<file path="src/block_xlate_pkg.sv">
package block_xlate_pkg;

  // apb address width and register offsets
  localparam int          APB_AW      = 12;
  localparam logic [11:0] ENTRY_BASE  = 12'h000;
  localparam logic [11:0] STATUS_OFF  = 12'h100;
  localparam logic [11:0] MASK_OFF    = 12'h104;
  localparam logic [11:0] DFAULT_OFF  = 12'h108;
  localparam logic [11:0] SRSTAT_OFF  = 12'h10c;
  localparam int          ENTRY_BYTES = 8;

  // entry field positions, little-endian bit numbers
  localparam int BLOCK_EFFECTIVE_INDEX_MSB = 31;
  localparam int BLOCK_EFFECTIVE_INDEX_LSB = 17;
  localparam int BL_MSB   = 12;
  localparam int BL_LSB   = 2;
  localparam int SV_BIT   = 1;
  localparam int UV_BIT   = 0;
  localparam int BLOCK_PHYSICAL_NUMBER_MSB = 31;
  localparam int BLOCK_PHYSICAL_NUMBER_LSB = 17;
  localparam int STORAGE_ATTRIBUTE_BITS_MSB = 6;
  localparam int STORAGE_ATTRIBUTE_BITS_LSB = 3;
  localparam int PP_MSB   = 1;
  localparam int PP_LSB   = 0;

  // writable bits of each entry word; reserved bits stay zero
  localparam logic [31:0] UPPER_WMASK = 32'hfffe1fff;
  localparam logic [31:0] LOWER_WMASK = 32'hfffe007b;

  // protection field encodings
  localparam logic [1:0] PP_NONE = 2'b00;
  localparam logic [1:0] PP_RW   = 2'b10;

  // protection cause bit in both fault cause registers
  localparam int FAULT_PROT_BIT = 27;

  // interrupt status / mask layout
  localparam int INT_W      = 3;
  localparam int INT_DFAULT = 0;
  localparam int INT_IFAULT = 1;
  localparam int INT_PRIV   = 2;

  // reset values
  localparam logic [31:0]      ENTRY_RST  = 32'h0000_0000;
  localparam logic [31:0]      FAULT_RST  = 32'h0000_0000;
  localparam logic [INT_W-1:0] STATUS_RST = 3'h0;
  localparam logic [INT_W-1:0] MASK_RST   = 3'h0;

  // one translation entry: upper and lower words
  typedef struct packed {
    logic [31:0] upper;
    logic [31:0] lower;
  } entry_t;

  // translation request from fetch or load/store unit
  typedef struct packed {
    logic        valid;
    logic [31:0] ea;
    logic        write;
    logic        touch;
  } xlate_req_t;

  // registered translation answer
  typedef struct packed {
    logic        valid;
    logic        real_mode;
    logic        block_hit;
    logic        to_page;
    logic        fault;
    logic        touch_nop;
    logic [31:0] pa;
    logic [3:0]  storage_attribute_bits;
  } xlate_rsp_t;

  // machine state bits seen by the translator
  typedef struct packed {
    logic user_mode;
    logic instr_translate_enable;
    logic data_translate_enable;
  } machine_state_t;

  // merge write data into an old word under byte strobes and a mask
  function automatic logic [31:0] strb_merge(input logic [31:0] old,
                                            input logic [31:0] wd,
                                            input logic [3:0]  strb,
                                            input logic [31:0] wmask);
    logic [31:0] r;
    r = old;
    for (int b = 0; b < 4; b++)
    begin
      if (strb[b])
        r[b*8 +: 8] = wd[b*8 +: 8];
    end
    return r & wmask;
  endfunction

endpackage

</file>
<file path="src/entry_store.sv">
`timescale 1ns/1ps
module entry_store
  import block_xlate_pkg::*;
#(
  parameter int NUM = 8
)(
  input  wire logic                   clk,
  input  wire logic                   nrst,
  input  wire logic                   we,
  input  wire logic [$clog2(NUM)-1:0] widx,
  input  wire logic                   wlower,
  input  wire logic [31:0]            wdata,
  input  wire logic [3:0]             wstrb,
  output entry_t    [NUM-1:0]         ent
);

  // whole array is the module state
  typedef struct packed {
    entry_t [NUM-1:0] ent;
  } store_state_t;

  store_state_t st_r;   // registered array
  store_state_t st_nxt; // next array

  // one word written per access, reserved bits forced to zero
  always_comb
  begin
    st_nxt = st_r;
    if (we)
    begin
      if (wlower)
        st_nxt.ent[widx].lower = strb_merge(st_r.ent[widx].lower, wdata,
                                            wstrb, LOWER_WMASK);
      else
        st_nxt.ent[widx].upper = strb_merge(st_r.ent[widx].upper, wdata,
                                            wstrb, UPPER_WMASK);
    end
  end

  // all entries cleared by reset, so nothing matches until programmed
  always_ff @(posedge clk or negedge nrst)
  begin
    if (!nrst)
    begin
      for (int i = 0; i < NUM; i++)
      begin
        st_r.ent[i].upper <= ENTRY_RST;
        st_r.ent[i].lower <= ENTRY_RST;
      end
    end
    else
      st_r <= st_nxt;
  end

  // read data straight from the registers
  assign ent = st_r.ent;

endmodule

</file>
<file path="src/block_translation_protection.sv">
`timescale 1ns/1ps
module block_translation_protection
  import block_xlate_pkg::*;
#(
  parameter int NE = 4  // entries per side: fetch and data
)(
  input  wire logic              clk,
  input  wire logic              nrst,
  // apb slave
  input  wire logic              psel,
  input  wire logic              penable,
  input  wire logic              pwrite,
  input  wire logic [APB_AW-1:0] paddr,
  input  wire logic [31:0]       pwdata,
  input  wire logic [3:0]        pstrb,
  input  wire logic [2:0]        pprot,
  output logic      [31:0]       prdata,
  output logic                   pready,
  output logic                   pslverr,
  // core side
  input  machine_state_t         machine_state_reg,
  input  xlate_req_t             fetch_req,
  input  xlate_req_t             data_req,
  output xlate_rsp_t             fetch_rsp,
  output xlate_rsp_t             data_rsp,
  output logic      [31:0]       data_fault_cause_reg,
  output logic      [31:0]       save_restore_status_one,
  output logic                   irq
);

  localparam int NT = 2 * NE;           // fetch entries low, data high
  localparam int IW = $clog2(NT);       // entry index width
  localparam logic [APB_AW-1:0] ENTRY_END = APB_AW'(NT * ENTRY_BYTES);

  // all module state
  typedef struct packed {
    logic [INT_W-1:0] status;
    logic [INT_W-1:0] mask;
    logic [31:0]      dfault;
    logic [31:0]      srstat;
    logic [31:0]      prdata;
    xlate_rsp_t       irsp;
    xlate_rsp_t       drsp;
  } top_state_t;

  top_state_t        st_r;      // registered state
  top_state_t        st_nxt;    // next state
  entry_t [NT-1:0]   ents;      // whole entry array
  logic              setup;     // apb setup cycle
  logic              access;    // apb access cycle
  logic              in_entry;  // address inside entry region
  logic              mapped;    // address decodes to something
  logic              priv;      // privileged apb access
  logic              ent_we;    // entry write accepted
  logic              priv_err;  // user attempt at entry write
  logic [IW-1:0]     ent_idx;   // entry addressed
  xlate_rsp_t        irsp_c;    // fetch lookup result
  xlate_rsp_t        drsp_c;    // data lookup result

  // does entry qualify for this address in this mode
  function automatic logic entry_match(input entry_t e,
                                       input logic [31:0] ea,
                                       input logic user);
    logic        vld;
    logic [14:0] blx;
    vld = user ? e.upper[UV_BIT] : e.upper[SV_BIT];
    blx = {4'h0, e.upper[BL_MSB:BL_LSB]};
    return vld &&
           ((ea[BLOCK_EFFECTIVE_INDEX_MSB:BLOCK_EFFECTIVE_INDEX_LSB] & ~blx) ==
            e.upper[BLOCK_EFFECTIVE_INDEX_MSB:BLOCK_EFFECTIVE_INDEX_LSB]);
  endfunction

  // protection check on a matching entry
  function automatic logic prot_violation(input logic [1:0] pp,
                                          input logic wr);
    logic v;
    if (pp == PP_NONE)
      v = 1'b1;
    else if (pp[0])
      v = wr;
    else
      v = 1'b0;
    return v;
  endfunction

  // physical address for a hit
  function automatic logic [31:0] phys_addr(input entry_t e,
                                            input logic [31:0] ea);
    logic [31:0] pa;
    logic [10:0] bl;
    bl = e.upper[BL_MSB:BL_LSB];
    pa[31:28] = e.lower[BLOCK_PHYSICAL_NUMBER_MSB -: 4];
    pa[27:17] = e.lower[BLOCK_PHYSICAL_NUMBER_MSB-4:BLOCK_PHYSICAL_NUMBER_LSB] | (ea[27:17] & bl);
    pa[16:0]  = ea[16:0];
    return pa;
  endfunction

  // one side lookup; fetch uses the low half, data the high half
  function automatic xlate_rsp_t lookup(input xlate_req_t q,
                                        input logic fetch,
                                        input machine_state_t ms,
                                        input entry_t [NT-1:0] tab);
    xlate_rsp_t r;
    logic       found;
    logic       en;
    logic       viol;
    entry_t     hit_e;
    r      = '0;
    found  = 1'b0;
    hit_e  = '0;
    viol   = 1'b0;
    r.valid = q.valid;
    en = fetch ? ms.instr_translate_enable : ms.data_translate_enable;
    if (!en)
    begin
      // translation off: real addressing
      r.real_mode = 1'b1;
      r.pa        = q.ea;
    end
    else
    begin
      // lowest matching entry wins if software overlaps blocks
      for (int i = NE - 1; i >= 0; i--)
      begin
        if (entry_match(tab[fetch ? i : i + NE], q.ea, ms.user_mode))
        begin
          found = 1'b1;
          hit_e = tab[fetch ? i : i + NE];
        end
      end
      if (!found)
        r.to_page = 1'b1;
      else
      begin
        // fetches are reads for protection purposes
        viol = prot_violation(hit_e.lower[PP_MSB:PP_LSB],
                              q.write && !fetch);
        r.block_hit = 1'b1;
        r.pa        = phys_addr(hit_e, q.ea);
        r.storage_attribute_bits      = hit_e.lower[STORAGE_ATTRIBUTE_BITS_MSB:STORAGE_ATTRIBUTE_BITS_LSB];
        if (viol && q.touch && !fetch)
          r.touch_nop = 1'b1;
        else
          r.fault = viol;
      end
    end
    if (!q.valid)
      r = '0;
    return r;
  endfunction

  // entry array storage
  entry_store #(
    .NUM (NT)
  ) u_store (
    .clk    (clk),
    .nrst   (nrst),
    .we     (ent_we),
    .widx   (ent_idx),
    .wlower (paddr[2]),
    .wdata  (pwdata),
    .wstrb  (pstrb),
    .ent    (ents)
  );

  // apb decode; zero wait states, so pready is constant high
  always_comb
  begin
    setup    = psel && !penable;
    access   = psel && penable;
    in_entry = (paddr >= ENTRY_BASE) && (paddr < ENTRY_END);
    mapped   = in_entry || (paddr == STATUS_OFF) || (paddr == MASK_OFF) ||
               (paddr == DFAULT_OFF) || (paddr == SRSTAT_OFF);
    priv     = pprot[0];
    ent_idx  = paddr[IW+2:3];
    ent_we   = access && pwrite && in_entry && priv;
    priv_err = access && pwrite && in_entry && !priv;
    pready   = 1'b1;
    // unaligned or unmapped access and user entry writes get pslverr; an unaligned supervisor entry write is still stored
    pslverr  = access && (!mapped || (paddr[1:0] != 2'b00) || priv_err);
    irsp_c   = lookup(fetch_req, 1'b1, machine_state_reg, ents);
    drsp_c   = lookup(data_req, 1'b0, machine_state_reg, ents);
  end

  // next state: registers, sticky events, answers
  always_comb
  begin
    st_nxt      = st_r;
    st_nxt.irsp = irsp_c;
    st_nxt.drsp = drsp_c;
    // read data caught in setup so it stands through the access phase
    if (setup)
    begin
      st_nxt.prdata = 32'h0000_0000;
      if (paddr[1:0] != 2'b00)
        st_nxt.prdata = 32'h0000_0000;
      else if (in_entry)
        st_nxt.prdata = paddr[2] ? ents[ent_idx].lower
                                 : ents[ent_idx].upper;
      else if (paddr == STATUS_OFF)
        st_nxt.prdata = {{(32-INT_W){1'b0}}, st_r.status};
      else if (paddr == MASK_OFF)
        st_nxt.prdata = {{(32-INT_W){1'b0}}, st_r.mask};
      else if (paddr == DFAULT_OFF)
        st_nxt.prdata = st_r.dfault;
      else if (paddr == SRSTAT_OFF)
        st_nxt.prdata = st_r.srstat;
    end
    // software writes first; hardware events below override them
    if (access && pwrite && (paddr[1:0] == 2'b00))
    begin
      if (paddr == STATUS_OFF)
        st_nxt.status = st_r.status & ~pwdata[INT_W-1:0]; // write one clear
      else if (paddr == MASK_OFF)
        st_nxt.mask = pwdata[INT_W-1:0];
      else if (paddr == DFAULT_OFF)
        st_nxt.dfault = strb_merge(st_r.dfault, pwdata, pstrb, '1);
      else if (paddr == SRSTAT_OFF)
        st_nxt.srstat = strb_merge(st_r.srstat, pwdata, pstrb, '1);
    end
    // set wins over a clear in the same cycle
    if (drsp_c.fault)
    begin
      st_nxt.dfault[FAULT_PROT_BIT] = 1'b1;
      st_nxt.status[INT_DFAULT]     = 1'b1;
    end
    if (irsp_c.fault)
    begin
      st_nxt.srstat[FAULT_PROT_BIT] = 1'b1;
      st_nxt.status[INT_IFAULT]     = 1'b1;
    end
    if (priv_err)
      st_nxt.status[INT_PRIV] = 1'b1;
  end

  // single state register
  always_ff @(posedge clk or negedge nrst)
  begin
    if (!nrst)
    begin
      st_r.status <= STATUS_RST;
      st_r.mask   <= MASK_RST;
      st_r.dfault <= FAULT_RST;
      st_r.srstat <= FAULT_RST;
      st_r.prdata <= 32'h0000_0000;
      st_r.irsp   <= '0;
      st_r.drsp   <= '0;
    end
    else
      st_r <= st_nxt;
  end

  // outputs from registers
  assign prdata                  = st_r.prdata;
  assign fetch_rsp               = st_r.irsp;
  assign data_rsp                = st_r.drsp;
  assign data_fault_cause_reg    = st_r.dfault;
  assign save_restore_status_one = st_r.srstat;
  // level interrupt while any unmasked sticky bit is set
  assign irq                     = |(st_r.status & st_r.mask);

endmodule

</file>
<file path="config.mk">
export PLATFORM = sky130hd
export DESIGN_NAME = block_translation_protection
export DESIGN_NICKNAME = d
export VERILOG_FILES = /design/src/block_xlate_pkg.sv /design/src/entry_store.sv /design/src/block_translation_protection.sv
export SDC_FILE = /design/constraint.sdc
export NUM_CORES = 1
export LEC_CHECK = 0
export ABC_AREA = 1
export BUFFER_PORTS_ARGS = -buffer_cell sky130_fd_sc_hd__buf_2
export CELL_PAD_IN_SITES_DETAIL_PLACEMENT = 1
export CELL_PAD_IN_SITES_GLOBAL_PLACEMENT = 1
export CORE_MARGIN = 5
export CORE_UTILIZATION = 48
export DETAILED_ROUTE_END_ITERATION = 10
export GPL_TIMING_DRIVEN = 0
export PLACE_DENSITY_LB_ADDON = 0.08
export SYNTH_ARGS = -nofsm -noshare
export SYNTH_HDL_FRONTEND = slang
export SYNTH_SLANG_ARGS = --single-unit
</file>
<file path="constraint.sdc">
create_clock -name clk -period 2.8 [get_ports clk]
set_input_delay 0 -clock clk [delete_from_list [all_inputs] [get_ports clk]]
set_output_delay 0 -clock clk [all_outputs]
set_load 0.05 [all_outputs]
</file>
; ---- Word-level counts from Yosys, hierarchy flattened
; Cells that the tools add are included.
[word_totals]
regBits = 698
latchBits = 0
ram_bits = 0
rom_bits = 0
output_inout_bits = 183
elab_cells = 261
n_memories = 0
[op_classes]
add_sub_neg = 0
n_mul = 0
n_div = 0
magnitude_cmp = 4
n_eq_ne = 17
shifts = 0
mux = 110
bitwise = 26
reduce_logical = 57
[op_table]
columns = operator, n
row1 = bitwise mux 512 bit, 2
row2 = two-way mux 512 bit, 1
row3 = two-way mux 45 bit, 10
row4 = two-way mux 32 bit, 13
row5 = demux 64 bit (select 3 bit), 2
row6 = binary-select mux 64 bit (select 3 bit), 1
row7 = two-way mux 64 bit, 3
row8 = two-way mux 8 bit, 23
row9 = AND 15 bit, 8
row10 = == test 15 bit, 8
row11 = NOT 11 -> 15 bit, 8
row12 = two-way mux 42 bit, 2
row13 = two-way mux 70 bit, 1
row14 = two-way mux 67 bit, 1
row15 = "== test 12 x 9 -> 1 bit, second input constant", 4
row16 = two-way mux 38 bit, 1
row17 = two-way mux 1 bit, 37
row18 = two-way mux 36 bit, 1
row19 = AND reduction 6 bit, 5
row20 = AND reduction 5 bit, 5
row21 = AND 11 bit, 2
row22 = OR 11 bit, 2
row23 = nonzero test 2 bit, 11
row24 = two-way mux 7 bit, 3
row25 = 18 further kinds, 60

; ---- Depth between registers and ports, before layout
[depth]
ltp_word = 20
mapped_depth = 18

; ---- Hierarchy
; Synthesis repeated with hierarchy kept, for this count alone.
[hier_totals]
hier_cells = 6234
area_unflattened_um2 = 39809.4
[modules_own_cells]
columns = mod, instances, cells_each, area_per_inst_um2
row1 = entry_store, 1, 3031, 20616.0
row2 = block_translation_protection, 1, 3203, 19193.4

; ---- Worst setup path before layout
; No wires, ideal clock.
[synth_timing]
path_kind = reg2reg
start = register, netlist name u_store.ent[188]
end = register st_r, in the netlist save_restore_status_one[27]
setup_time_ps = 125
arrival_time_ps = 1757
t_required_ps = 2675
path_slack_ps = 918
path_stages_with_launch = 10
period_less_slack_ps = 1882
path_cell_list = dfrtp_1 > xnor2_1 > nand4_1 > nor3_4 > nand2_4 > buf_2 > nand3_1 > nand2_1 > nor2_1 > o21bai_1
[synth_between]
elab_chain_cells = 13
elab_cells_between_ends = 23
[synth_rtl]
columns = element, line_no
row1 = == test 15 bit *, block_translation_protection.sv:69  ; ((ea[BLOCK_EFFECTIVE_INDEX_MSB:BLOCK_EFFECTIVE_INDEX_LSB] & ~blx) ==
row2 = logical AND 1 bit *, block_translation_protection.sv:68  ; return vld &&
row3 = two-way mux 45 bit (3 in series), block_translation_protection.sv:125  ; if (entry_match(tab[fetch ? i : i + NE], q.ea, ms.user_mode))
row4 = two-way mux 45 bit, block_translation_protection.sv:114  ; if (!en)
row5 = zero test 2 bit, block_translation_protection.sv:77  ; if (pp == PP_NONE)
row6 = two-way mux 1 bit, block_translation_protection.sv:77
row7 = two-way mux 1 bit *, block_translation_protection.sv:131  ; if (!found)
row8 = two-way mux 3 bit *, block_translation_protection.sv:114
row9 = two-way mux 42 bit *, block_translation_protection.sv:147  ; if (!q.valid)
row10 = != test 2 bit (no line) or nonzero test 2 bit (tied branches), --
row11 = AND reduction 6 bit (no line), --
row12 = "end signal, assigned", block_translation_protection.sv:250  ; st_r <= st_nxt;
row13 = "end, declared", block_translation_protection.sv:46  ; top_state_t st_r;
; Every way passes the cells marked *; elsewhere a longest branch is shown, timed or not. The select of a mux whose other input is x is not followed.
; A chain may end at the register's enable or synchronous reset.

; ---- Final worst setup path
[layout_timing]
start = input port paddr[3]
end = register, netlist name prdata[4]
[layout_between]
elab_chain_cells = 7
elab_cells_between_ends = 16
[layout_rtl]
columns = element, line_no
row1 = "start, declared", block_translation_protection.sv:13  ; input wire logic [APB_AW-1:0] paddr,
row2 = == test 12 x 9 -> 1 bit, block_translation_protection.sv:206  ; else if (paddr == SRSTAT_OFF)
row3 = two-way mux 32 bit, block_translation_protection.sv:206
row4 = two-way mux 32 bit, block_translation_protection.sv:204  ; else if (paddr == DFAULT_OFF)
row5 = two-way mux 32 bit, block_translation_protection.sv:202  ; else if (paddr == MASK_OFF)
row6 = two-way mux 32 bit, block_translation_protection.sv:200  ; else if (paddr == STATUS_OFF)
row7 = two-way mux 32 bit *, block_translation_protection.sv:197  ; else if (in_entry)
row8 = two-way mux 32 bit *, block_translation_protection.sv:195  ; if (paddr[1:0] != 2'b00)
; Marked as above.

==> flow_metrics.env <==
export IMPL_hold_end="fetch_rsp[41]"
export IMPL_detailed_place_hpwl_um=124000
export IMPL_setup_viol=119
export IMPL_path_clk_slew_ns=0.07
export IMPL_numClockSinks=577
export IMPL_hp_start="fetch_req[34]"
export IMPL_wirelength_um=184000
export IMPL_detail_route_drc_violations=0
export IMPL_regToRegSetupSlack_ns=-0.32
export IMPL_critical_path_max_stage_delay_ns=1.01
export IMPL_synth_most_common_cell="nand2_1"
export IMPL_mappedNetlistArea_sq_mm=0.0310
export IMPL_tightest_slew_margin_relative_to_the_limit_pct=-0.988
export IMPL_worst_hold_path_type="primary input to flip-flop"
export IMPL_crit_buf_inv=3
export IMPL_rsz0062_at_grt="true"
export IMPL_synthFlopType="dfrtp_1"
export IMPL_finalClockSkew_ns=0.0239
export IMPL_clock_fmax_mhz=320
export IMPL_arrival_ns=3.70
export IMPL_synth_compound_area_share_pct=17.7
export IMPL_cts_buffers=68
export IMPL_hold_violations=0
export IMPL_antenna_found_initial=5
export IMPL_synth_top_cell_by_area="dfrtp_1"
export IMPL_initial_utilization_pct=48.3
export IMPL_worst_skew_pair_latency_ns=0.65
export IMPL_setup_worst_path_start_class="primary input"
export IMPL_dr_first_iter_drc_count=5014
export IMPL_die_y_um=264
export IMPL_holdWs_ns=0.0546
export IMPL_grt_total_usage_pct=49.7
export IMPL_largest_register_ff_count=392
export IMPL_area_fraction_of_the_dominant_cell_type_after_synthesis_pct=46.5
export IMPL_gp_congestion=1.04
export IMPL_outcome="finished with violations"
export IMPL_worst_hold_path_cell_count=2
export IMPL_final_max_slew_viol_count=9
export IMPL_mappedNetlistNets=4121
export IMPL_worstSetupPathType="primary input to flip-flop"
export IMPL_post_synth_xor_xnor_area_pct=1.38
export IMPL_syn_avg_cell_area_sq_um=7.78
export IMPL_core_sq_mm=0.0642
export IMPL_yosysWarningCount=0
export IMPL_synthCells=3992
export IMPL_die_w_um=264
export IMPL_synth_seq_area_share_pct=46.5
export IMPL_synth_distinct_cells=60
export IMPL_cts_max_path_buffers=3
export IMPL_design_die_area_sq_mm=0.0699
export IMPL_post_route_fraction_of_the_period_consumed_by_the_critical_path_pct=112
export IMPL_cts_tree="yes"
export IMPL_cts_root_buf="clkbuf_16"
export IMPL_synth_edf_count=0
export IMPL_cells_along_the_critical_path="buf_4 -> nand3_1 -> buf_2 -> clkdlybuf4s15_1 -> o22ai_1 -> a221oi_1 -> nand3_1 -> o2111ai_1 -> nand2_1 -> nand2_1"
export IMPL_grt_max_degree=121
export IMPL_max_flop_register="u_store.ent"
export IMPL_ys_ff_latch=577
export IMPL_wl_per_cell_um=34.0
export IMPL_p_per_area_mw_per_mm2=525
export IMPL_synth_commonest_cells="1108 x nand2_1, 577 x dfrtp_1, 348 x o21ai_1"
export IMPL_routed_via_density=6.52
export IMPL_endpoint_class_of_the_critical_path="flip-flop"
export IMPL_power_total_mw=19.9
export IMPL_yosys_top_cells_area="dfrtp_1 47%, nand2_1 13%, o21ai_1 5.6%, o21ai_0 4.8%, buf_4 4.5%"
export IMPL_synth_simple_gate_area_share_pct=22.2
export IMPL_asyncSetResetFlopFracSynth_pct=100
export IMPL_timing_critical_path_required_ns=3.37
export IMPL_fin_nets=4633
export IMPL_post_drt_antenna_nets=0
export IMPL_worst_slack_ns=-0.330
export IMPL_cts_max_level=3
export IMPL_cp_max_fo=10
export IMPL_number_of_primary_i_o_pins=312
export IMPL_regToRegEndpoint="fetch_rsp[12]"
export IMPL_reg2reg_depth=8
export IMPL_io_buffer_count=284
export IMPL_vdd_drop_max_v=0.000447
export IMPL_largest_family_of_logic_cells_by_synthesized_area="simple AND/OR/NAND/NOR gates"
export IMPL_drt_pass1_iter_count=6
export IMPL_number_of_rows_in_the_core_area=93
export IMPL_cp_top_family="buffers and inverters"
export IMPL_crit_slowest_cell="clkdlybuf4s15_1"
export IMPL_synth_adder_area_share_pct=0
export IMPL_via_count=35300
export IMPL_overflow=0
export IMPL_worstMarginPinSlew_ns=1.51
export IMPL_grt_pass1_vias=36000
export IMPL_grt_first_pass_wirelength_um=255000
export IMPL_synthMuxAreaShare_pct=0.250
export IMPL_static_leakage_power_nw=18.5
export IMPL_area_delta_synth_final_pct=22.1
export IMPL_critical_path_reg2reg_startpoint="u_store.ent[35]"
export IMPL_post_place_ws_ns=-1.50
export IMPL_finalCriticalPeriod_ns=3.13
export IMPL_violated_checks="capacitance limit, slew limit, setup timing"
export IMPL_n_fill_cell=7974
export IMPL_fraction_of_layout_instances_using_a_drive_strength_above_1_pct=19.4
export IMPL_drv_cap=1
==> worst max-delay path by stage <==
stage	from	to	slack, ns	depth (start not counted)
final	paddr[3]	prdata[4]	-0.33	10
after global routing	u_store.ent[35]	fetch_rsp[12]	-0.25	8
after CTS	u_store.ent[445]	data_rsp[29]	0.004	16
after detailed placement	paddr[3]	u_store.ent[166]	-1.50	10
after global placement	nrst	fetch_rsp[13]	-10.80	1
after floorplan	u_store.ent[188]	save_restore_status_one[27]	0.92	9
==> area by class of cell <==
type                    instances  area [sq um]  area share, %
well taps                     855          1070           2.82
flip-flops and latches        577         14400           38.1
repair buffers                444          3160           8.33
plain buffers                 378          2310           6.09
inverters                     386          1450           3.83
clock buffers                  92          1910           5.05
multi-input cells            2649         13300           35.0
diodes                          7          17.5         0.0462
clock inverters                26           282          0.743
==> layer usage <==
metal	wire length, um	up-vias	GRT usage, %	part of all wire [%]
li1	-	14000	-	-
met1	63900	17300	59.1	35
met2	77900	2930	74.8	42
met3	22600	1031	15.5	12
met4	19900	0	39.3	11
met5	0	-	0	0
==> layout by cell type, fill, tap and decap left out, types with 16 or more instances in the layout <==
cell,n
a21oi_1,43
a221oi_1,30
a22oi_1,17
buf_2,364
buf_4,211
clkbuf_1,90
clkbuf_16,69
clkbuf_2,16
dfrtp_1,575
dlygate4sd3_1,123
inv_1,342
inv_2,40
nand2_1,1102
nand3_1,159
nand3b_1,18
nand4_1,46
nor2_1,193
nor3_1,23
o2111ai_1,18
o211ai_1,20
o21ai_0,285
o21ai_1,350
o21bai_1,25
o22ai_1,87
xnor2_1,21
xor2_1,25
==> cells by family after synthesis <==
family	after synthesis
buffers and inverters	766
flip-flops	577
AND/OR/NAND/NOR	1632
multiplexers	7
other	2
AO/OA/AOI/OAI	959
XOR/XNOR	49
==> what timing repair did <==
item / CTS / global route
hold buffers: 124 / 0
gates resized for setup: 59 / 80
pin swaps: 6 / 9
endpoints found under the hold margin: 426 / 0
setup endpoints to repair: 181 / 293
setup buffers: 7 / 15
==> power by group <==
group | total (mW) | leakage (nW) | internal, mW | switching [mW]
sequential | 8.42 | 7.93 | 8.39 | 0.0334
clock | 9.42 | 1.09 | 5.27 | 4.15
combinational | 2.07 | 9.46 | 0.511 | 1.56
==> per-stage QoR <==
stage	TNS [ns]	instance area (sq um)	cells	utilization [%]
4_1_cts	0	37500	5393	58.4
5_1_grt	-0.916	37900	5408	59.0
3_5_place_dp	-205.64	33800	5145	52.6
6_report	-10.18	37900	5414	59.0
2_1_floorplan	0	31000	3992	-
3_3_place_gp	-6413.69	33500	5131	52.2
==> worst register-to-register path, stage by stage (launching register included) <==
cell and delay [ns]:
dfrtp_1 0.46, o21ai_0 0.41, nor3b_1 0.36, nand3_1 0.12
nor3b_1 0.25, nand3_1 0.13, nand4_1 0.36, nand2_4 0.28
nor2_1 0.57
(Power assumes the default switching activity.)
